**src/uie_pkg.sv**
```systemverilog
package uie_pkg;
    // register placement (low address bits decoded)
    localparam logic [11:0] CTRL_OFS = 12'h900;
    localparam logic [31:0] CTRL_RST = 32'h0000_8000;
    // field positions inside the control word
    localparam int EN_BIT = 31;
    localparam int DIS_BIT = 30;
    localparam int SET_NAK_STROBE_BIT = 27;
    localparam int CLEAR_NAK_STROBE_BIT = 26;
    localparam int FIFO_LSB = 22;
    localparam int STALL_BIT = 21;
    localparam int TYPE_LSB = 18;
    localparam int NAK_BIT = 17;
    localparam int ACT_BIT = 15;
    localparam int MPL_LSB = 0;
    // fixed and reset field values
    localparam logic [1:0] TYPE_CTRL = 2'h0;
    localparam logic ACT_FIXED = 1'h1;
    localparam logic [3:0] FIFO_RST = 4'h0;
    localparam logic [1:0] MPL_RST = 2'h0;
    // packet length codes and their byte counts
    localparam logic [1:0] MPL_64 = 2'h0;
    localparam logic [1:0] MPL_32 = 2'h1;
    localparam logic [1:0] MPL_16 = 2'h2;
    localparam logic [1:0] MPL_8 = 2'h3;
    localparam logic [6:0] BYTES_64 = 7'h40;
    localparam logic [6:0] BYTES_32 = 7'h20;
    localparam logic [6:0] BYTES_16 = 7'h10;
    localparam logic [6:0] BYTES_8 = 7'h08;
    // bus encodings
    localparam logic [2:0] HSIZE_WORD = 3'h2;
    // answer to an IN token, gray ordered
    typedef enum logic [1:0] {
        UIE_RESP_NONE = 2'h0,
        UIE_RESP_DATA = 2'h1,
        UIE_RESP_NAK = 2'h3,
        UIE_RESP_STALL = 2'h2
    } uie_resp_t;
endpackage

```
**src/uie_ep0_ctrl.sv**
```systemverilog
// The AHB-Lite interface to the registers was decided locally.
`timescale 1ns/1ps
module uie_ep0_ctrl #(
    parameter int FIFO_W = 4
) (
    // clock and reset
    input wire logic sys_clk,
    input wire logic rst_n,
    // ahb-lite register bus
    input wire logic hsel,
    input wire logic [31:0] haddr,
    input wire logic [1:0] htrans,
    input wire logic hwrite,
    input wire logic [2:0] hsize,
    input wire logic hready,
    input wire logic [31:0] hwdata,
    output logic hreadyout,
    output logic hresp,
    output logic [31:0] hrdata,
    // usb side events
    input wire logic in_token,
    input wire logic setup_received,
    input wire logic global_in_nak_status,
    input wire logic fifo_ready,
    input wire logic xfer_done,
    input wire logic disable_ack,
    // endpoint state to the transfer engine
    output logic endpoint_enable,
    output logic endpoint_disable_request,
    output logic endpoint_nak_status,
    output logic stall,
    output logic [FIFO_W-1:0] tx_fifo_select,
    output logic [6:0] max_packet_bytes,
    // answer to the last in token
    output logic resp_valid,
    output logic resp_stall,
    output logic resp_nak,
    output logic resp_data,
    output logic [FIFO_W-1:0] resp_fifo
);
    // all control register state
    typedef struct packed {
        logic enable; // endpoint_enable
        logic disable_req; // endpoint_disable_request
        logic nak; // endpoint_nak_status
        logic [FIFO_W-1:0] fifo; // tx_fifo_select
        logic stall; // stall handshake request
        logic [1:0] max_packet_length_code; // max_packet_length_code
    } uie_ctl_t;

    uie_ctl_t s;
    uie_ctl_t next_s;
    logic reg_we; // write data phase ends this edge
    logic [31:0] reg_wdata; // write data of that phase
    logic [31:0] rd_view; // word seen by a read
    logic [6:0] next_bytes; // decoded packet length

    // bus slave front end
    uie_ahb_slave u_slave (
        .sys_clk(sys_clk),
        .rst_n(rst_n),
        .hsel(hsel),
        .haddr(haddr),
        .htrans(htrans),
        .hwrite(hwrite),
        .hsize(hsize),
        .hready(hready),
        .hwdata(hwdata),
        .hreadyout(hreadyout),
        .hresp(hresp),
        .hrdata(hrdata),
        .rd_view(rd_view),
        .reg_we(reg_we),
        .reg_wdata(reg_wdata)
    );

    // assemble the read word; fixed and strobe bits are constants
    always_comb begin
        rd_view = 32'h0000_0000;
        rd_view[uie_pkg::EN_BIT] = s.enable;
        rd_view[uie_pkg::DIS_BIT] = s.disable_req;
        // strobes read as zero
        rd_view[uie_pkg::SET_NAK_STROBE_BIT] = 1'b0;
        rd_view[uie_pkg::CLEAR_NAK_STROBE_BIT] = 1'b0;
        rd_view[uie_pkg::FIFO_LSB +: FIFO_W] = s.fifo;
        rd_view[uie_pkg::STALL_BIT] = s.stall;
        rd_view[uie_pkg::TYPE_LSB +: 2] = uie_pkg::TYPE_CTRL;
        rd_view[uie_pkg::NAK_BIT] = s.nak;
        rd_view[uie_pkg::ACT_BIT] = uie_pkg::ACT_FIXED;
        rd_view[uie_pkg::MPL_LSB +: 2] = s.max_packet_length_code;
    end

    // next register state; software sets win over hardware clears
    always_comb begin
        next_s = s;
        // hardware clears first, so a same-cycle set overrides
        if (xfer_done || disable_ack) begin
            next_s.enable = 1'b0;
        end
        if (disable_ack) begin
            next_s.disable_req = 1'b0;
        end
        if (setup_received) begin
            next_s.stall = 1'b0;
        end
        if (reg_we) begin
            // set-only bits: a zero write leaves them alone
            if (reg_wdata[uie_pkg::EN_BIT]) begin
                next_s.enable = 1'b1;
            end
            if (reg_wdata[uie_pkg::DIS_BIT]) begin
                next_s.disable_req = 1'b1;
            end
            if (reg_wdata[uie_pkg::STALL_BIT]) begin
                next_s.stall = 1'b1;
            end
            // nak moves only by strobes; set wins if both
            if (reg_wdata[uie_pkg::SET_NAK_STROBE_BIT]) begin
                next_s.nak = 1'b1;
            end else if (reg_wdata[uie_pkg::CLEAR_NAK_STROBE_BIT]) begin
                next_s.nak = 1'b0;
            end
            // plain read-write fields
            next_s.fifo = reg_wdata[uie_pkg::FIFO_LSB +: FIFO_W];
            next_s.max_packet_length_code = reg_wdata[uie_pkg::MPL_LSB +: 2];
        end
    end

    // state register; reset leaves only the active bit visible
    always_ff @(posedge sys_clk or negedge rst_n) begin
        if (!rst_n) begin
            s <= '{enable: 1'b0, disable_req: 1'b0, nak: 1'b0,
                   fifo: FIFO_W'(uie_pkg::FIFO_RST), stall: 1'b0,
                   max_packet_length_code: uie_pkg::MPL_RST};
        end else begin
            s <= next_s;
        end
    end

    // packet length code to byte count
    always_comb begin
        unique case (s.max_packet_length_code)
            uie_pkg::MPL_64: next_bytes = uie_pkg::BYTES_64;
            uie_pkg::MPL_32: next_bytes = uie_pkg::BYTES_32;
            uie_pkg::MPL_16: next_bytes = uie_pkg::BYTES_16;
            uie_pkg::MPL_8: next_bytes = uie_pkg::BYTES_8;
        endcase
    end

    // in token answer logic
    uie_in_responder #(
        .FIFO_W(FIFO_W)
    ) u_resp (
        .sys_clk(sys_clk),
        .rst_n(rst_n),
        .in_token(in_token),
        .enable(s.enable),
        .stall(s.stall),
        .nak(s.nak),
        .global_in_nak_status(global_in_nak_status),
        .fifo_ready(fifo_ready),
        .fifo_sel(s.fifo),
        .resp_valid(resp_valid),
        .resp_stall(resp_stall),
        .resp_nak(resp_nak),
        .resp_data(resp_data),
        .resp_fifo(resp_fifo)
    );

    // state straight from flip-flops; byte count decoded from the length code
    assign endpoint_enable = s.enable;
    assign endpoint_disable_request = s.disable_req;
    assign endpoint_nak_status = s.nak;
    assign stall = s.stall;
    assign tx_fifo_select = s.fifo;
    assign max_packet_bytes = next_bytes;

    // software write of enable shows on endpoint_enable one cycle later
    property p_en_set;
        @(posedge sys_clk) disable iff (!rst_n)
        (reg_we && reg_wdata[uie_pkg::EN_BIT]) |=> endpoint_enable;
    endproperty
    a_en_set: assert property (p_en_set)
        else $error("enable write lost");

    // enable falls only on a hardware clear
    property p_en_clr;
        @(posedge sys_clk) disable iff (!rst_n)
        $fell(endpoint_enable) |-> $past(xfer_done || disable_ack);
    endproperty
    a_en_clr: assert property (p_en_clr)
        else $error("enable cleared without cause");

    // disable write raises the request until acknowledged
    property p_dis_req;
        @(posedge sys_clk) disable iff (!rst_n)
        (reg_we && reg_wdata[uie_pkg::DIS_BIT])
            |=> endpoint_disable_request;
    endproperty
    a_dis_req: assert property (p_dis_req)
        else $error("disable request not raised");

    // set-nak strobe
    property p_set_nak_strobe;
        @(posedge sys_clk) disable iff (!rst_n)
        (reg_we && reg_wdata[uie_pkg::SET_NAK_STROBE_BIT])
            |=> endpoint_nak_status;
    endproperty
    a_set_nak_strobe: assert property (p_set_nak_strobe)
        else $error("set nak ignored");

    // clear-nak strobe
    property p_clear_nak_strobe;
        @(posedge sys_clk) disable iff (!rst_n)
        (reg_we && reg_wdata[uie_pkg::CLEAR_NAK_STROBE_BIT] &&
         !reg_wdata[uie_pkg::SET_NAK_STROBE_BIT]) |=> !endpoint_nak_status;
    endproperty
    a_clear_nak_strobe: assert property (p_clear_nak_strobe)
        else $error("clear nak ignored");

    // nak status holds without a bus write
    property p_nak_hold;
        @(posedge sys_clk) disable iff (!rst_n)
        !reg_we |=> $stable(endpoint_nak_status);
    endproperty
    a_nak_hold: assert property (p_nak_hold)
        else $error("nak status moved by itself");

    // setup clears stall unless software sets it again
    property p_stall_clr;
        @(posedge sys_clk) disable iff (!rst_n)
        (setup_received && !(reg_we && reg_wdata[uie_pkg::STALL_BIT]))
            |=> !stall;
    endproperty
    a_stall_clr: assert property (p_stall_clr)
        else $error("setup left stall set");

    // a read of the register shows fixed type and active bits
    property p_rd_fixed;
        @(posedge sys_clk) disable iff (!rst_n)
        (hsel && htrans[1] && hready && !hwrite &&
         hsize == uie_pkg::HSIZE_WORD &&
         haddr[11:0] == uie_pkg::CTRL_OFS)
            |=> (hrdata[uie_pkg::ACT_BIT] &&
                 hrdata[uie_pkg::TYPE_LSB +: 2] == uie_pkg::TYPE_CTRL &&
                 !hrdata[uie_pkg::SET_NAK_STROBE_BIT] && !hrdata[uie_pkg::CLEAR_NAK_STROBE_BIT]);
    endproperty
    a_rd_fixed: assert property (p_rd_fixed)
        else $error("fixed bits read wrong");

    // packet length follows a write of the 8 byte code
    property p_mpl;
        @(posedge sys_clk) disable iff (!rst_n)
        (reg_we && reg_wdata[1:0] == uie_pkg::MPL_8)
            |=> (max_packet_bytes == uie_pkg::BYTES_8);
    endproperty
    a_mpl: assert property (p_mpl)
        else $error("packet length wrong");

    // stall falls only when a setup token arrives
    property p_stall_hold;
        @(posedge sys_clk) disable iff (!rst_n)
        $fell(stall) |-> $past(setup_received);
    endproperty
    a_stall_hold: assert property (p_stall_hold)
        else $error("stall cleared without setup");

    // disable request falls only on the acknowledge
    property p_dis_clr;
        @(posedge sys_clk) disable iff (!rst_n)
        $fell(endpoint_disable_request) |-> $past(disable_ack);
    endproperty
    a_dis_clr: assert property (p_dis_clr)
        else $error("disable request dropped early");

    // a register write lands in the fifo select field
    property p_fifo_wr;
        @(posedge sys_clk) disable iff (!rst_n)
        reg_we |=> (tx_fifo_select ==
                    $past(reg_wdata[uie_pkg::FIFO_LSB +: FIFO_W]));
    endproperty
    a_fifo_wr: assert property (p_fifo_wr)
        else $error("fifo select write lost");

    // global nak alone still refuses data
    property p_gnak;
        @(posedge sys_clk) disable iff (!rst_n)
        (in_token && !stall && global_in_nak_status)
            |=> (resp_nak && !resp_data);
    endproperty
    a_gnak: assert property (p_gnak)
        else $error("global nak ignored");
endmodule

```
**src/uie_ahb_slave.sv**
```systemverilog
`timescale 1ns/1ps
module uie_ahb_slave (
    // clock and reset
    input wire logic sys_clk,
    input wire logic rst_n,
    // ahb-lite slave side
    input wire logic hsel,
    input wire logic [31:0] haddr,
    input wire logic [1:0] htrans,
    input wire logic hwrite,
    input wire logic [2:0] hsize,
    input wire logic hready,
    input wire logic [31:0] hwdata,
    output logic hreadyout,
    output logic hresp,
    output logic [31:0] hrdata,
    // register side
    input wire logic [31:0] rd_view,
    output logic reg_we,
    output logic [31:0] reg_wdata
);
    // all slave state
    typedef struct packed {
        logic wr_pend;
        logic [31:0] rdata;
    } uie_slv_t;

    uie_slv_t s;
    uie_slv_t next_s;
    logic accept; // address phase taken this edge
    logic hit; // word access to the control register

    // decode the address phase, capture read data at once
    always_comb begin
        next_s = s;
        accept = hsel && htrans[1] && hready;
        hit = (haddr[11:0] == uie_pkg::CTRL_OFS) &&
              (hsize == uie_pkg::HSIZE_WORD);
        next_s.wr_pend = accept && hwrite && hit;
        if (accept && !hwrite) begin
            // unmapped or narrow reads return zero
            next_s.rdata = hit ? rd_view : 32'h0000_0000;
        end
    end

    // state register
    always_ff @(posedge sys_clk or negedge rst_n) begin
        if (!rst_n) begin
            s <= '0;
        end else begin
            s <= next_s;
        end
    end

    // never waits, always okay
    assign hreadyout = 1'b1;
    assign hresp = 1'b0;
    assign hrdata = s.rdata;
    assign reg_we = s.wr_pend;
    assign reg_wdata = hwdata;
endmodule

```
**src/uie_in_responder.sv**
```systemverilog
`timescale 1ns/1ps
module uie_in_responder #(
    parameter int FIFO_W = 4
) (
    // clock and reset
    input wire logic sys_clk,
    input wire logic rst_n,
    // token and endpoint state
    input wire logic in_token,
    input wire logic enable,
    input wire logic stall,
    input wire logic nak,
    input wire logic global_in_nak_status,
    input wire logic fifo_ready,
    input wire logic [FIFO_W-1:0] fifo_sel,
    // registered answer
    output logic resp_valid,
    output logic resp_stall,
    output logic resp_nak,
    output logic resp_data,
    output logic [FIFO_W-1:0] resp_fifo
);
    // all responder state
    typedef struct packed {
        uie_pkg::uie_resp_t kind;
        logic [FIFO_W-1:0] fifo;
    } uie_rsp_t;

    uie_rsp_t s;
    uie_rsp_t next_s;

    // pick the answer; stall beats every nak source
    always_comb begin
        next_s = s;
        next_s.kind = uie_pkg::UIE_RESP_NONE;
        if (in_token) begin
            next_s.fifo = fifo_sel;
            if (stall) begin
                next_s.kind = uie_pkg::UIE_RESP_STALL;
            end else if (global_in_nak_status || nak) begin
                next_s.kind = uie_pkg::UIE_RESP_NAK;
            end else if (enable && fifo_ready) begin
                next_s.kind = uie_pkg::UIE_RESP_DATA;
            end else begin
                next_s.kind = uie_pkg::UIE_RESP_NAK;
            end
        end
    end

    // state register
    always_ff @(posedge sys_clk or negedge rst_n) begin
        if (!rst_n) begin
            s <= '0;
        end else begin
            s <= next_s;
        end
    end

    // one-cycle answer pulses
    assign resp_valid = (s.kind != uie_pkg::UIE_RESP_NONE);
    assign resp_stall = (s.kind == uie_pkg::UIE_RESP_STALL);
    assign resp_nak = (s.kind == uie_pkg::UIE_RESP_NAK);
    assign resp_data = (s.kind == uie_pkg::UIE_RESP_DATA);
    assign resp_fifo = s.fifo;

    // stall answers every token while set
    property p_stall_ans;
        @(posedge sys_clk) disable iff (!rst_n)
        (in_token && stall) |=> resp_stall;
    endproperty
    a_stall_ans: assert property (p_stall_ans)
        else $error("stall not answered");

    // stall wins over both nak sources
    property p_stall_prio;
        @(posedge sys_clk) disable iff (!rst_n)
        (in_token && stall && (nak || global_in_nak_status))
            |=> (resp_stall && !resp_nak);
    endproperty
    a_stall_prio: assert property (p_stall_prio)
        else $error("nak beat stall");

    // nak status forces nak when stall clear
    property p_nak_ans;
        @(posedge sys_clk) disable iff (!rst_n)
        (in_token && !stall && nak) |=> (resp_nak && !resp_data);
    endproperty
    a_nak_ans: assert property (p_nak_ans)
        else $error("nak status ignored");

    // data goes out from the selected fifo
    property p_fifo_sel;
        @(posedge sys_clk) disable iff (!rst_n)
        resp_data |-> (resp_fifo == $past(fifo_sel));
    endproperty
    a_fifo_sel: assert property (p_fifo_sel)
        else $error("wrong fifo answered");
endmodule

```
**config.mk**
```make
export PLATFORM = sky130hd
export DESIGN_NAME = uie_ep0_ctrl
export DESIGN_NICKNAME = d
export VERILOG_FILES = /design/src/uie_pkg.sv /design/src/uie_ep0_ctrl.sv /design/src/uie_ahb_slave.sv /design/src/uie_in_responder.sv
export SDC_FILE = /design/constraint.sdc
export NUM_CORES = 1
export LEC_CHECK = 0
export BUFFER_PORTS_ARGS = -buffer_cell sky130_fd_sc_hd__buf_2
export CORE_UTILIZATION = 33
export CTS_CLUSTER_DIAMETER = 40
export CTS_CLUSTER_SIZE = 16
export DETAILED_ROUTE_END_ITERATION = 7
export PLACE_DENSITY = 0.86
export SETUP_SLACK_MARGIN = 0.05
export SYNTH_ARGS = -nofsm -noshare
export SYNTH_HDL_FRONTEND = slang
export SYNTH_SLANG_ARGS = --single-unit
```
**constraint.sdc**
```tcl
create_clock -name sys_clk -period 1.1 [get_ports sys_clk]
set_clock_uncertainty 0.05 [all_clocks]
set_input_delay 0.33 -clock sys_clk [delete_from_list [all_inputs] [get_ports sys_clk]]
set_output_delay 0.33 -clock sys_clk [all_outputs]
set_load 0.01 [all_outputs]
```
==> impl_results.html, run 1 <==
<table>
<tr><th>Metric</th><th>Value</th></tr>
<tr><th colspan="2">Run status</th></tr>
<tr><td>Status</td><td>finished with violations</td></tr>
<tr><td>Violations in the final reports</td><td>negative setup slack</td></tr>
<tr><th colspan="2">Setup path</th></tr>
<tr><td>Top fanout value on the critical path</td><td>4</td></tr>
<tr><td>Setup crit end kind</td><td>output pin</td></tr>
<tr><td>Category of the critical setup timing path</td><td>flop to output pin</td></tr>
<tr><td>Data arrival time of the worst path</td><td>1.05 ns</td></tr>
<tr><td>Startpoint class of the critical path</td><td>flop</td></tr>
<tr><td>Req. time, crit path</td><td>0.72 ns</td></tr>
<tr><td>Setup slack of the most critical reg-to-reg path</td><td>0.01 ns</td></tr>
<tr><th colspan="2">Logic synthesis</th></tr>
<tr><td>Sequential cell area fraction in the yosys report</td><td>0.475</td></tr>
<tr><td>Post-Synthesis Cell Area</td><td>0.00147 mm^2</td></tr>
<tr><td>Simple-Gate Fraction of Synth Area</td><td>0.161</td></tr>
<tr><td>Area fraction in compound gates after synthesis</td><td>0.0874</td></tr>
<tr><td>Cells after synthesis</td><td>139</td></tr>
<tr><td>Post-synth top area share</td><td>0.475</td></tr>
<tr><td>Xor/xnor cell area share of the yosys netlist</td><td>0</td></tr>
<tr><td>Number of synthesis warnings</td><td>0</td></tr>
<tr><td>Number of storage elements in the synthesis netlist</td><td>28</td></tr>
<tr><td>Multiplexer share of the synthesized area</td><td>0.0764</td></tr>
<tr><td>Combinational family with the most area after synthesis</td><td>buffers and inverters</td></tr>
<tr><td>Post-synthesis adder-cell area fraction</td><td>0</td></tr>
<tr><td>Yosys top cell by area</td><td>sky130_fd_sc_hd__dfrtp_1</td></tr>
<tr><td>Avg Synthesized Cell Area</td><td>10.6 um^2</td></tr>
<tr><td>Number of different library cells in the post-synthesis netlist</td><td>26</td></tr>
<tr><td>Cell types occupying the most area after synthesis</td><td>sky130_fd_sc_hd__dfrtp_1 (48%), sky130_fd_sc_hd__buf_4 (17%), sky130_fd_sc_hd__mux2_2 (7.6%), sky130_fd_sc_hd__nand2_1 (6.1%), sky130_fd_sc_hd__o21ai_2 (5.3%)</td></tr>
<tr><th colspan="2">Clock network</th></tr>
<tr><td>Number of clock buffers inserted by TritonCTS</td><td>3</td></tr>
<tr><td>H-tree level count</td><td>1</td></tr>
<tr><td>TritonCTS sink count</td><td>28</td></tr>
<tr><td>Clock-pin transition on the worst setup and hold timing paths</td><td>0.10 ns</td></tr>
<tr><td>Clk_lat worst skew</td><td>0.27 ns</td></tr>
<tr><td>Maximum count of clock buffers along a single path</td><td>2</td></tr>
<tr><td>CTS tree</td><td>built</td></tr>
<tr><td>Clock root buffer</td><td>sky130_fd_sc_hd__clkbuf_8</td></tr>
<tr><th colspan="2">Drt</th></tr>
<tr><td>DRC errors left</td><td>0</td></tr>
<tr><td>Via count normalized by instance count</td><td>4.33</td></tr>
<tr><td>Pre-antenna DRT Iters</td><td>4</td></tr>
<tr><td>Via count of the routed design</td><td>1203</td></tr>
<tr><td>Routed wire length</td><td>3.18 mm</td></tr>
<tr><td>Initial DRC count</td><td>24</td></tr>
<tr><td>Post-route ant nets</td><td>0</td></tr>
<tr><td>Routed wirelength normalized by instance count</td><td>11.4 um</td></tr>
<tr><th colspan="2">Finish</th></tr>
<tr><td>Nets</td><td>309</td></tr>
<tr><td>Layout area overhead</td><td>44.3%</td></tr>
<tr><td>Number of non-filler instances in the completed layout</td><td>278</td></tr>
<tr><td>Count of inserted antenna diode cells</td><td>0</td></tr>
<tr><td>Fraction of final layout cells sized beyond drive strength 1</td><td>0.566</td></tr>
<tr><th colspan="2">Power</th></tr>
<tr><td>Power density normalized to cell area</td><td>966 mW/mm^2</td></tr>
<tr><td>Worst voltage drop across the vdd grid</td><td>0.658 mV</td></tr>
<tr><td>Proportion of power drawn by combinational gates</td><td>0.102</td></tr>
<tr><td>Total power after layout</td><td>2.05 mW</td></tr>
<tr><td>Sequential fraction of design power</td><td>0.504</td></tr>
<tr><td>Sw Share</td><td>0.213</td></tr>
<tr><td>Internal power summed over all cells</td><td>1.62 mW</td></tr>
<tr><td>Cell leakage power</td><td>1.16 nW</td></tr>
<tr><td>Clk network pwr share</td><td>0.394</td></tr>
<tr><td>P_sw</td><td>0.437 mW</td></tr>
<tr><th colspan="2">Global route</th></tr>
<tr><td>Initial antenna violation count</td><td>0</td></tr>
<tr><td>Via count of the first global-routing pass</td><td>1107</td></tr>
<tr><td>Pin count of the biggest net entering global routing</td><td>29</td></tr>
<tr><td>Gr ovfl total</td><td>0</td></tr>
<tr><td>GRT Total Usage</td><td>0.139</td></tr>
<tr><td>Global-route wire length before repair</td><td>4.82 mm</td></tr>
<tr><th colspan="2">Placed design</th></tr>
<tr><td>I/O Buffers</td><td>68</td></tr>
<tr><td>HPWL after DPL</td><td>2.28 mm</td></tr>
<tr><td>Placed cell count</td><td>250</td></tr>
<tr><td>Worst setup timing slack at the placement stage</td><td>-0.276 ns</td></tr>
<tr><td>Weighted congestion reported at the end of routability-driven placement</td><td>0.657</td></tr>
<tr><th colspan="2">Floorplanning</th></tr>
<tr><td>Die width</td><td>68.8 um</td></tr>
<tr><td>I/O Pins</td><td>137</td></tr>
<tr><td>CORE AREA</td><td>0.00414 mm^2</td></tr>
<tr><td>Die area</td><td>0.00474 mm^2</td></tr>
<tr><td>Initial core utilization</td><td>0.356</td></tr>
<tr><td>Row count</td><td>23</td></tr>
<tr><td>Die span in y</td><td>68.8 um</td></tr>
<tr><th colspan="2">STA</th></tr>
<tr><td>Achievable frequency</td><td>0.701 GHz</td></tr>
<tr><td>Count of endpoints failing hold in the final timing report</td><td>0</td></tr>
<tr><td>Minimum setup slack in the final design</td><td>-0.327 ns</td></tr>
<tr><td>Max Slew Vio Count</td><td>0</td></tr>
<tr><td>Final setup violating endpoints</td><td>31</td></tr>
<tr><td>Worst hold slack after final layout</td><td>0.184 ns</td></tr>
<tr><td>Post-route fraction of the period consumed by the critical path</td><td>1.30</td></tr>
<tr><td>Shortest period the worst path allows</td><td>1.43 ns</td></tr>
<tr><td>Setup repair after global routing missed its margin</td><td>true</td></tr>
<tr><th colspan="2">Flow run</th></tr>
<tr><td>Number of max-capacitance violations reported</td><td>0</td></tr>
<tr><th colspan="2">Hold path</th></tr>
<tr><td>Worst min path class</td><td>primary input to flop</td></tr>
</table>
[layout by cell type, fill, tap and decap left out, types with 2 or more instances in the layout]
| cell type | synthesis | routed |
|---|---|---|
| sky130_fd_sc_hd__and2_1 | 2 | 2 |
| sky130_fd_sc_hd__buf_2 | 1 | 59 |
| sky130_fd_sc_hd__buf_4 | 34 | 24 |
| sky130_fd_sc_hd__buf_6 | 1 | 14 |
| sky130_fd_sc_hd__clkbuf_8 | 0 | 3 |
| sky130_fd_sc_hd__conb_1 | 2 | 26 |
| sky130_fd_sc_hd__dfrtp_1 | 28 | 27 |
| sky130_fd_sc_hd__inv_1 | 2 | 2 |
| sky130_fd_sc_hd__mux2_2 | 10 | 8 |
| sky130_fd_sc_hd__mux2_4 | 0 | 2 |
| sky130_fd_sc_hd__nand2_1 | 24 | 23 |
| sky130_fd_sc_hd__nand4_1 | 2 | 2 |
| sky130_fd_sc_hd__nor2b_1 | 5 | 5 |
| sky130_fd_sc_hd__nor4b_4 | 0 | 2 |
| sky130_fd_sc_hd__o21ai_0 | 3 | 3 |
| sky130_fd_sc_hd__o21ai_2 | 9 | 9 |
[state kept, by name, indices dropped and copies added (netlist names)]
register,flops
u_slave.hrdata,11
tx_fifo_select,4
u_resp.resp_fifo,4
rd_view,2
u_resp.s,2
endpoint_disable_request,1
endpoint_enable,1
endpoint_nak_status,1
stall,1
u_slave.reg_we,1
[routing by layer]
| metal | vias up | wire length (um) | share of wire | global-route usage |
|---|---|---|---|---|
| li1 | 582 | - | - | - |
| met1 | 562 | 1220 | 0.38 | 0.161 |
| met2 | 56 | 1720 | 0.54 | 0.256 |
| met3 | 3 | 223 | 0.070 | 0.0280 |
| met4 | 0 | 25 | 0.0079 | 0.0383 |
| met5 | - | 0 | 0 | 0 |
[worst max-delay path: stages, from the launching register on]
cell and delay (ns):
sky130_fd_sc_hd__dfrtp_1 0.41, sky130_fd_sc_hd__or2_4 0.25, sky130_fd_sc_hd__buf_6 0.12
[repair_timing]
item / in CTS / in global routing
buffers inserted: 13 / 10
gates resized for setup: 7 / 15
pin swaps: 3 / 9
endpoints found under the hold margin: 28 / 0
setup endpoints to repair: 48 / 46
hold buffers: 1 / 0
[path summary, 6_finish.rpt]
kind | start | end | cells past startpoint
min in group asynchronous | rst_n | u_resp.resp_fifo[1] | 3
max in group asynchronous | rst_n | u_slave.reg_we | 3
max | u_resp.s[4] | resp_valid | 2
min reg2reg | u_slave.hrdata[24] | u_slave.hrdata[24] | 2
max reg2reg | endpoint_enable | u_resp.s[5] | 3
min | setup_received | stall | 2
[final cells by class]
type / count / area [um^2]
Fill cell: 398 / 2020
Sequential cell: 28 / 702
Timing Repair Buffer: 99 / 663
Multi-Input combinational cell: 95 / 621
Tap cell: 50 / 62.6
Clock buffer: 3 / 41.3
Clock inverter: 1 / 30.0
Inverter: 2 / 7.51
[kinds of logic after synthesis]
logic type | Yosys count
DFF | 28
AOI/OAI and AO/OA | 16
buffers and inverters | 40
muxes | 10
and+or+nand+nor | 43
other | 2
[per-stage QoR]
stage / utilization / area, um^2 / TNS [ns]
2_1_floorplan: - / 1580 / -0.332
3_3_place_gp: 0.428 / 1770 / -2.98
3_5_place_dp: 0.428 / 1770 / -3.32
4_1_cts: 0.480 / 1990 / -4.12
5_1_grt: 0.513 / 2130 / -5.50
6_report: 0.513 / 2130 / -3.97
[Yosys cell counts (all sizes together)]
master	instances
a22o	1
and2	2
and4b	1
buf	36
clkbuf	2
conb	2
dfrtp	28
inv	2
mux2	10
nand2	24
nand2b	1
nand4	2
nand4b	1
nor2	2
nor2b	5
nor3b	1
nor4	1
nor4b	2
o21ai	12
o31ai	2
o41a	1
or2	1
[power by group through the flow]
stage / sequential, mW / combinational [mW] / clock, mW
after global routing: 1.04 / 0.239 / 0.872
after global placement: 1.06 / 0.186 / 0
after CTS: 1.04 / 0.206 / 0.816
after floorplan: 1.06 / 0.140 / 0
final: 1.04 / 0.209 / 0.809
after detailed placement: 1.06 / 0.190 / 0
No activity file was read; power rests on OpenSTA's default activity.
==> run 2: changes to the inputs <==
--- a/config.mk
+++ b/config.mk
@@ -6,6 +6,7 @@
 export NUM_CORES = 1
 export LEC_CHECK = 0
 export BUFFER_PORTS_ARGS = -buffer_cell sky130_fd_sc_hd__buf_2
+export CORE_ASPECT_RATIO = 0.9
 export CORE_UTILIZATION = 33
 export CTS_CLUSTER_DIAMETER = 40
 export CTS_CLUSTER_SIZE = 16
==> run 2 against run 1 <==
  * The flow still finishes with violations (negative setup slack)
  * Design area shrank 0.76%
  * Via count shrank 4.2%
  * Routed wire length grew 0.22%
  * Global-route usage shrank 0.13 points
  * Flip-flop and latch count is the same
  * First-iteration DRC count grew 58%
  * Final cell count grew 2.2%
  * Critical endpoint unchanged
  * Fmax grew 0.66%
  * Sequential share of layout area grew 0.37 points
  * Combinational power is essentially flat
==> impl_results.html, run 2 (synthesized netlist as in run 1, its figures left out) <==
<table>
<tr><th>Metric</th><th>Value</th></tr>
<tr><th colspan="2">Finish</th></tr>
<tr><td>Nets</td><td>305 (-1.3%)</td></tr>
<tr><td>Fraction of final layout cells sized beyond drive strength 1</td><td>0.563 (-0.00329)</td></tr>
<tr><td>Number of non-filler instances in the completed layout</td><td>284 (+2.2%)</td></tr>
<tr><td>Most used cells in the layout excluding fill and tap cells</td><td>sky130_fd_sc_hd__buf_2 (60), sky130_fd_sc_hd__conb_1 (26), sky130_fd_sc_hd__dfrtp_1 (25)</td></tr>
<tr><td>Post-Route Utilization</td><td>0.504 (-0.00880)</td></tr>
<tr><td>Leading cell type in the layout, fill and taps excluded</td><td>sky130_fd_sc_hd__buf_2</td></tr>
<tr><td>Count of inserted antenna diode cells</td><td>0 (unchanged)</td></tr>
<tr><td>Number of flip-flops in the largest register</td><td>11 (unchanged)</td></tr>
<tr><td>Layout area overhead</td><td>43.2%</td></tr>
<tr><td>Number of inserted filler cells in the final layout</td><td>412 (+3.5%)</td></tr>
<tr><th colspan="2">Power</th></tr>
<tr><td>Proportion of power drawn by combinational gates</td><td>0.103 (about the same)</td></tr>
<tr><td>Sequential fraction of design power</td><td>0.505 (about the same)</td></tr>
<tr><td>P_sw</td><td>0.434 mW (-0.78%)</td></tr>
<tr><td>Power density normalized to cell area</td><td>971 mW/mm^2 (+0.57%)</td></tr>
<tr><td>Cell leakage power</td><td>1.14 nW (-2.5%)</td></tr>
<tr><td>Sw Share</td><td>0.212 (-0.00122)</td></tr>
<tr><td>Internal power summed over all cells</td><td>1.62 mW (about the same)</td></tr>
<tr><td>Worst voltage drop across the vdd grid</td><td>0.677 mV (+2.9%)</td></tr>
<tr><td>Clk network pwr share</td><td>0.392 (-0.002)</td></tr>
<tr><th colspan="2">STA</th></tr>
<tr><td>Shortest period the worst path allows</td><td>1.42 ns (-0.00939 ns)</td></tr>
<tr><td>Minimum setup slack in the final design</td><td>-0.318 ns (+0.00939 ns)</td></tr>
<tr><td>Count of endpoints failing hold in the final timing report</td><td>0 (unchanged)</td></tr>
<tr><td>Final setup violating endpoints</td><td>31 (unchanged)</td></tr>
<tr><td>Achievable frequency</td><td>0.705 GHz (+0.66%)</td></tr>
<tr><td>Post-route fraction of the period consumed by the critical path</td><td>1.29 (-0.00854)</td></tr>
<tr><td>Setup repair after global routing missed its margin</td><td>true</td></tr>
<tr><td>Max Slew Vio Count</td><td>0 (unchanged)</td></tr>
<tr><th colspan="2">Floorplanning</th></tr>
<tr><td>CORE AREA</td><td>0.00418 mm^2 (+0.97%)</td></tr>
<tr><td>Die width</td><td>72.4 um (+5.3%)</td></tr>
<tr><td>Initial core utilization</td><td>0.352 (-0.00340)</td></tr>
<tr><td>Die span in y</td><td>65.4 um (-5.0%)</td></tr>
<tr><td>Die area</td><td>0.00474 mm^2 (about the same)</td></tr>
<tr><td>I/O Pins</td><td>137 (unchanged)</td></tr>
<tr><td>Row count</td><td>22 (-4.3%)</td></tr>
<tr><th colspan="2">Setup path</th></tr>
<tr><td>Launch point of the critical path</td><td>u_resp.s[5]</td></tr>
<tr><td>Top fanout value on the critical path</td><td>4 (unchanged)</td></tr>
<tr><td>Setup slack of the most critical reg-to-reg path</td><td>0.01 ns (about the same)</td></tr>
<tr><td>Data arrival time of the worst path</td><td>1.04 ns (about the same)</td></tr>
<tr><td>Reg2reg start</td><td>stall</td></tr>
<tr><td>Number of cells traversed by the worst register-to-register path</td><td>2 (-1)</td></tr>
<tr><td>Startpoint class of the critical path</td><td>flop</td></tr>
<tr><td>Cell breakdown of the critical path</td><td>or2_4 &gt; buf_6</td></tr>
<tr><td>Category of cells accounting for the largest share of critical-path delay</td><td>flip-flops</td></tr>
<tr><td>Delay contributed by the slowest stage of the critical path</td><td>0.40 ns (about the same)</td></tr>
<tr><td>Setup crit end kind</td><td>output pin</td></tr>
<tr><td>Slowest CP cell</td><td>sky130_fd_sc_hd__dfrtp_1</td></tr>
<tr><td>Combined buffer and inverter count along the critical path</td><td>1 (unchanged)</td></tr>
<tr><td>Endpoint of the worst-slack reg-to-reg timing path</td><td>u_resp.s[5]</td></tr>
<tr><td>Category of the critical setup timing path</td><td>flop to output pin</td></tr>
<tr><td>Req. time, crit path</td><td>0.72 ns (about the same)</td></tr>
<tr><th colspan="2">Run status</th></tr>
<tr><td>Violations in the final reports</td><td>negative setup slack</td></tr>
<tr><td>Status</td><td>finished with violations</td></tr>
<tr><th colspan="2">Drt</th></tr>
<tr><td>DRC errors left</td><td>0 (unchanged)</td></tr>
<tr><td>Met3 wire length</td><td>202 um (-9.4%)</td></tr>
<tr><td>Post-route ant nets</td><td>0 (unchanged)</td></tr>
<tr><td>Initial DRC count</td><td>38 (+58%)</td></tr>
<tr><td>Via count of the routed design</td><td>1152 (-4.2%)</td></tr>
<tr><td>Routed wirelength normalized by instance count</td><td>11.2 um (-1.9%)</td></tr>
<tr><td>M1 wire length</td><td>1.48 mm (+21%)</td></tr>
<tr><td>Routed wire length</td><td>3.19 mm (+0.22%)</td></tr>
<tr><td>Top sig layer</td><td>met4</td></tr>
<tr><td>Pre-antenna DRT Iters</td><td>2 (-2)</td></tr>
<tr><td>Via count normalized by instance count</td><td>4.06 (-6.3%)</td></tr>
<tr><td>Met2 routed wirelength</td><td>1.50 mm (-12%)</td></tr>
<tr><th colspan="2">Clock network</th></tr>
<tr><td>TritonCTS sink count</td><td>28 (unchanged)</td></tr>
<tr><td>Clock root buffer</td><td>sky130_fd_sc_hd__clkbuf_8</td></tr>
<tr><td>Number of clock buffers inserted by TritonCTS</td><td>3 (unchanged)</td></tr>
<tr><td>Clk_lat worst skew</td><td>0.27 ns (about the same)</td></tr>
<tr><td>Clock-pin transition on the worst setup and hold timing paths</td><td>0.09 ns (about the same)</td></tr>
<tr><td>H-tree level count</td><td>1 (unchanged)</td></tr>
<tr><td>CTS tree</td><td>built</td></tr>
<tr><td>Maximum count of clock buffers along a single path</td><td>2 (unchanged)</td></tr>
<tr><th colspan="2">Global route</th></tr>
<tr><td>Via count of the first global-routing pass</td><td>1067 (-3.6%)</td></tr>
<tr><td>Initial antenna violation count</td><td>0 (unchanged)</td></tr>
<tr><td>Gr ovfl total</td><td>0 (unchanged)</td></tr>
<tr><td>Pin count of the biggest net entering global routing</td><td>19 (-34%)</td></tr>
<tr><td>Global-route wire length before repair</td><td>4.95 mm (+2.9%)</td></tr>
<tr><td>GRT Total Usage</td><td>0.137 (-0.00128)</td></tr>
<tr><th colspan="2">Placed design</th></tr>
<tr><td>I/O Buffers</td><td>68 (unchanged)</td></tr>
<tr><td>Weighted congestion reported at the end of routability-driven placement</td><td>0.673 (+2.5%)</td></tr>
<tr><td>Placed cell count</td><td>261 (+4.4%)</td></tr>
<tr><td>HPWL after DPL</td><td>2.27 mm (-0.61%)</td></tr>
<tr><th colspan="2">Hold path</th></tr>
<tr><td>Worst hold start</td><td>xfer_done</td></tr>
<tr><td>Terminating pin of the worst hold path</td><td>endpoint_enable</td></tr>
<tr><td>Worst hold stages</td><td>2 (unchanged)</td></tr>
<tr><td>Worst min path class</td><td>primary input to flop</td></tr>
<tr><th colspan="2">Flow run</th></tr>
<tr><td>Number of max-capacitance violations reported</td><td>0 (unchanged)</td></tr>
</table>
run 2: final cells by class:
type / instances / area [um^2] / area share
inverter: 2 / 7.51 / 0.00356
clock buffer: 3 / 41.3 / 0.0196
clock inverter: 1 / 30.0 / 0.0142
timing repair buffer: 95 / 627 / 0.297
multi-input combinational: 95 / 626 / 0.296
sequential: 28 / 704 / 0.334
tap: 60 / 75.1 / 0.0356
run 2: per-layer routing:
metal  vias to the layer above  track usage
met5                         -            0
met4                         0       0.0147
met3                         2       0.0414
met2                        53        0.234
met1                       526        0.177
li1                        571            -
run 2: repair_timing:
action                                  in CTS  in global routing
hold endpoints to repair                    10                  0
gates cloned                                 0                  0
buffers inserted                            12                  6
resized for setup                           10                 12
hold buffers                                 1                  0
endpoints found under the setup margin      53                 44
pin swaps                                    4                  5
run 2: how the worst max path moves through the flow:
stage / end / slack (ns) / cells after the start
3_3_place_gp: u_slave.hrdata[25] / -0.30 / 5
4_1_cts: resp_valid / -0.33 / 2
6_report: resp_valid / -0.32 / 2
5_1_grt: resp_valid / -0.36 / 2
2_1_floorplan: u_slave.hrdata[15] / -0.03 / 4
3_5_place_dp: u_slave.hrdata[24] / -0.32 / 5
run 2: power groups by stage:
stage	sequential, mW	clock [mW]	combinational (mW)
after global placement	1.06	0	0.187
after CTS	1.04	0.829	0.209
final	1.03	0.803	0.212
after floorplan	1.06	0	0.140
after global routing	1.04	0.887	0.236
after detailed placement	1.06	0	0.191
run 2: worst register-to-register path, cell delays in order, from the launching register on:
cell and delay, ns:
sky130_fd_sc_hd__dfrtp_1 0.38, sky130_fd_sc_hd__buf_4 0.14, sky130_fd_sc_hd__o41a_1 0.41
run 2: per-stage QoR:
| step | hold slack [ns] | TNS (ns) | instance area [um^2] | setup WS (ns) | total power [mW] |
|---|---|---|---|---|---|
| final | 0.185 | -3.80 | 2110 | -0.318 | 2.05 |
| after detailed placement | 0.173 | -3.64 | 1790 | -0.315 | 1.25 |
| after global placement | 0.172 | -3.41 | 1790 | -0.300 | 1.24 |
| after CTS | 0.179 | -4.16 | 2010 | -0.328 | 2.07 |
| after global routing | 0.168 | -5.58 | 2110 | -0.362 | 2.16 |
| after floorplan | -0.0156 | -0.332 | 1580 | -0.0331 | 1.20 |
==> run 3: changes to the inputs <==
--- a/config.mk
+++ b/config.mk
@@ -12,6 +12,7 @@
 export CTS_CLUSTER_SIZE = 16
 export DETAILED_ROUTE_END_ITERATION = 7
 export PLACE_DENSITY = 0.86
+export RECOVER_POWER = 50
 export SETUP_SLACK_MARGIN = 0.05
 export SYNTH_ARGS = -nofsm -noshare
 export SYNTH_HDL_FRONTEND = slang
==> run 3 against run 2 <==
  * The flow still finishes with violations (negative setup slack)
  * Critical endpoint unchanged
  * Global-route usage stayed put
  * Via count hardly changed
  * Clock power hardly changed
  * Flip-flop and latch count stayed put
  * Final cell count stayed put
==> impl_results.html, run 3 (synthesized netlist as in run 1, its figures left out) <==
<table>
<tr><th>Metric</th><th>Value</th></tr>
<tr><th colspan="2">Run status</th></tr>
<tr><td>Status</td><td>finished with violations</td></tr>
<tr><td>Violations in the final reports</td><td>negative setup slack</td></tr>
<tr><th colspan="2">Flow run</th></tr>
<tr><td>Number of max-capacitance violations reported</td><td>0 (unchanged)</td></tr>
<tr><th colspan="2">Finish</th></tr>
<tr><td>Number of non-filler instances in the completed layout</td><td>284 (unchanged)</td></tr>
<tr><td>Area of all placed cells without fillers</td><td>0.00209 mm^2 (-0.77%)</td></tr>
<tr><td>Nets</td><td>305 (unchanged)</td></tr>
<tr><td>Layout area overhead</td><td>42.1%</td></tr>
<tr><td>Most used cells in the layout excluding fill and tap cells</td><td>sky130_fd_sc_hd__buf_2 (59), sky130_fd_sc_hd__conb_1 (26), sky130_fd_sc_hd__dfrtp_1 (25)</td></tr>
<tr><td>Number of flip-flops in the largest register</td><td>11 (unchanged)</td></tr>
<tr><td>Leading cell type in the layout, fill and taps excluded</td><td>sky130_fd_sc_hd__buf_2</td></tr>
<tr><td>Fraction of final layout cells sized beyond drive strength 1</td><td>0.554 (-0.00893)</td></tr>
<tr><td>Count of inserted antenna diode cells</td><td>0 (unchanged)</td></tr>
<tr><th colspan="2">Global route</th></tr>
<tr><td>Initial antenna violation count</td><td>0 (unchanged)</td></tr>
<tr><td>Gr ovfl total</td><td>0 (unchanged)</td></tr>
<tr><td>Global-route wire length before repair</td><td>4.95 mm (unchanged)</td></tr>
<tr><td>GRT Total Usage</td><td>0.137 (unchanged)</td></tr>
<tr><td>Via count of the first global-routing pass</td><td>1067 (unchanged)</td></tr>
<tr><td>Pin count of the biggest net entering global routing</td><td>19 (unchanged)</td></tr>
<tr><th colspan="2">Drt</th></tr>
<tr><td>Via count normalized by instance count</td><td>4.06 (about the same)</td></tr>
<tr><td>Initial DRC count</td><td>37 (-2.6%)</td></tr>
<tr><td>DRC errors left</td><td>0 (unchanged)</td></tr>
<tr><td>Routed wirelength normalized by instance count</td><td>11.2 um (about the same)</td></tr>
<tr><td>Routed wire length</td><td>3.19 mm (about the same)</td></tr>
<tr><td>Pre-antenna DRT Iters</td><td>2 (unchanged)</td></tr>
<tr><td>Via count of the routed design</td><td>1153 (+0.087%)</td></tr>
<tr><td>Post-route ant nets</td><td>0 (unchanged)</td></tr>
<tr><th colspan="2">STA</th></tr>
<tr><td>Minimum setup slack in the final design</td><td>-0.318 ns (+0.0000130 ns)</td></tr>
<tr><td>Max Slew Vio Count</td><td>0 (unchanged)</td></tr>
<tr><td>Count of endpoints failing hold in the final timing report</td><td>0 (unchanged)</td></tr>
<tr><td>Shortest period the worst path allows</td><td>1.42 ns (-0.0000130 ns)</td></tr>
<tr><td>Final setup violating endpoints</td><td>31 (unchanged)</td></tr>
<tr><td>Achievable frequency</td><td>0.705 GHz (about the same)</td></tr>
<tr><td>Post-route fraction of the period consumed by the critical path</td><td>1.29 (about the same)</td></tr>
<tr><td>Setup repair after global routing missed its margin</td><td>true</td></tr>
<tr><td>Total negative slack</td><td>-3.79 ns (+0.00245 ns)</td></tr>
<tr><th colspan="2">Setup path</th></tr>
<tr><td>Top fanout value on the critical path</td><td>4 (unchanged)</td></tr>
<tr><td>Req. time, crit path</td><td>0.72 ns (about the same)</td></tr>
<tr><td>Data arrival time of the worst path</td><td>1.04 ns (about the same)</td></tr>
<tr><td>Endpoint of the worst-slack reg-to-reg timing path</td><td>u_resp.s[5]</td></tr>
<tr><td>Setup slack of the most critical reg-to-reg path</td><td>0.01 ns (about the same)</td></tr>
<tr><td>Startpoint class of the critical path</td><td>flop</td></tr>
<tr><td>Reg2reg start</td><td>stall</td></tr>
<tr><td>Setup crit end kind</td><td>output pin</td></tr>
<tr><td>Number of cells traversed by the worst register-to-register path</td><td>2 (unchanged)</td></tr>
<tr><td>Category of the critical setup timing path</td><td>flop to output pin</td></tr>
<tr><th colspan="2">Hold path</th></tr>
<tr><td>Worst min path class</td><td>primary input to flop</td></tr>
<tr><td>Terminating pin of the worst hold path</td><td>endpoint_enable</td></tr>
<tr><td>Worst hold stages</td><td>2 (unchanged)</td></tr>
<tr><td>Worst hold start</td><td>xfer_done</td></tr>
<tr><th colspan="2">Clock network</th></tr>
<tr><td>Clk_lat worst skew</td><td>0.27 ns (about the same)</td></tr>
<tr><td>H-tree level count</td><td>1 (unchanged)</td></tr>
<tr><td>CTS tree</td><td>built</td></tr>
<tr><td>Number of clock buffers inserted by TritonCTS</td><td>3 (unchanged)</td></tr>
<tr><td>Clock root buffer</td><td>sky130_fd_sc_hd__clkbuf_8</td></tr>
<tr><td>TritonCTS sink count</td><td>28 (unchanged)</td></tr>
<tr><td>Clock-pin transition on the worst setup and hold timing paths</td><td>0.09 ns (about the same)</td></tr>
<tr><td>Maximum count of clock buffers along a single path</td><td>2 (unchanged)</td></tr>
<tr><th colspan="2">Floorplanning</th></tr>
<tr><td>Die span in y</td><td>65.4 um (unchanged)</td></tr>
<tr><td>I/O Pins</td><td>137 (unchanged)</td></tr>
<tr><td>CORE AREA</td><td>0.00418 mm^2 (unchanged)</td></tr>
<tr><td>Die width</td><td>72.4 um (unchanged)</td></tr>
<tr><td>Die area</td><td>0.00474 mm^2 (unchanged)</td></tr>
<tr><td>Row count</td><td>22 (unchanged)</td></tr>
<tr><td>Initial core utilization</td><td>0.352 (unchanged)</td></tr>
<tr><th colspan="2">Power</th></tr>
<tr><td>Cell leakage power</td><td>1.12 nW (-1.0%)</td></tr>
<tr><td>Power density normalized to cell area</td><td>977 mW/mm^2 (+0.58%)</td></tr>
<tr><td>Worst voltage drop across the vdd grid</td><td>0.690 mV (+2.0%)</td></tr>
<tr><th colspan="2">Placed design</th></tr>
<tr><td>HPWL after DPL</td><td>2.27 mm (unchanged)</td></tr>
<tr><td>Placed cell count</td><td>261 (unchanged)</td></tr>
<tr><td>Worst setup timing slack at the placement stage</td><td>-0.315 ns (unchanged)</td></tr>
<tr><td>I/O Buffers</td><td>68 (unchanged)</td></tr>
<tr><td>Placed standard-cell area</td><td>0.00179 mm^2 (unchanged)</td></tr>
<tr><td>Weighted congestion reported at the end of routability-driven placement</td><td>0.673 (unchanged)</td></tr>
</table>
run 3: how the worst max path moves through the flow:
| stage | start | endpoint | slack, ns | cells past startpoint |
|---|---|---|---|---|
| final | u_resp.s[5] | resp_valid | -0.32 | 2 |
| after global routing | u_resp.s[5] | resp_valid | -0.36 | 2 |
| after CTS | u_resp.s[4] | resp_valid | -0.33 | 2 |
| after detailed placement | haddr[0] | u_slave.hrdata[24] | -0.32 | 5 |
| after global placement | haddr[0] | u_slave.hrdata[25] | -0.30 | 5 |
| after floorplan | haddr[10] | u_slave.hrdata[15] | -0.03 | 4 |
run 3: layout make-up:
class / count / area (um^2)
clock inverters: 1 / 30.0
fillers: 416 / 2090
repair buffers: 95 / 611
multi-input cells: 95 / 626
well taps: 60 / 75.1
clock buffers: 3 / 41.3
inverters: 2 / 7.51
flip-flops and latches: 28 / 704
run 3: per-layer routing:
| layer | GRT usage | share of wire | vias up |
|---|---|---|---|
| li1 | - | - | 571 |
| met1 | 0.177 | 0.46 | 527 |
| met2 | 0.234 | 0.47 | 53 |
| met3 | 0.0414 | 0.063 | 2 |
| met4 | 0.0147 | 0.0013 | 0 |
| met5 | 0 | 0 | - |
run 3: worst max-delay path, cell delays in order, from the launching register on:
cell and delay [ns]:
sky130_fd_sc_hd__dfrtp_1 0.40, sky130_fd_sc_hd__or2_4 0.25, sky130_fd_sc_hd__buf_6 0.12
run 3: power breakdown:
part | switching, mW | internal, mW
clock network | 0.316 | 0.487
logic | 0.114 | 0.0934
registers | 0.00282 | 1.03
total | 0.433 | 1.61
run 3: metrics by stage:
step | utilization | hold WS [ns] | power [mW]
5_1_grt | 0.501 | 0.168 | 2.15
4_1_cts | 0.481 | 0.179 | 2.07
3_5_place_dp | 0.429 | 0.173 | 1.25
6_report | 0.501 | 0.185 | 2.05
2_1_floorplan | - | -0.0156 | 1.20
3_3_place_gp | 0.429 | 0.172 | 1.24
run 3: repair_timing:
action	CTS	global route
hold buffers	1	0
setup buffers	12	6
setup endpoints to repair	53	44
pin swaps	4	5
gates resized for setup	10	12
endpoints found under the hold margin	10	0
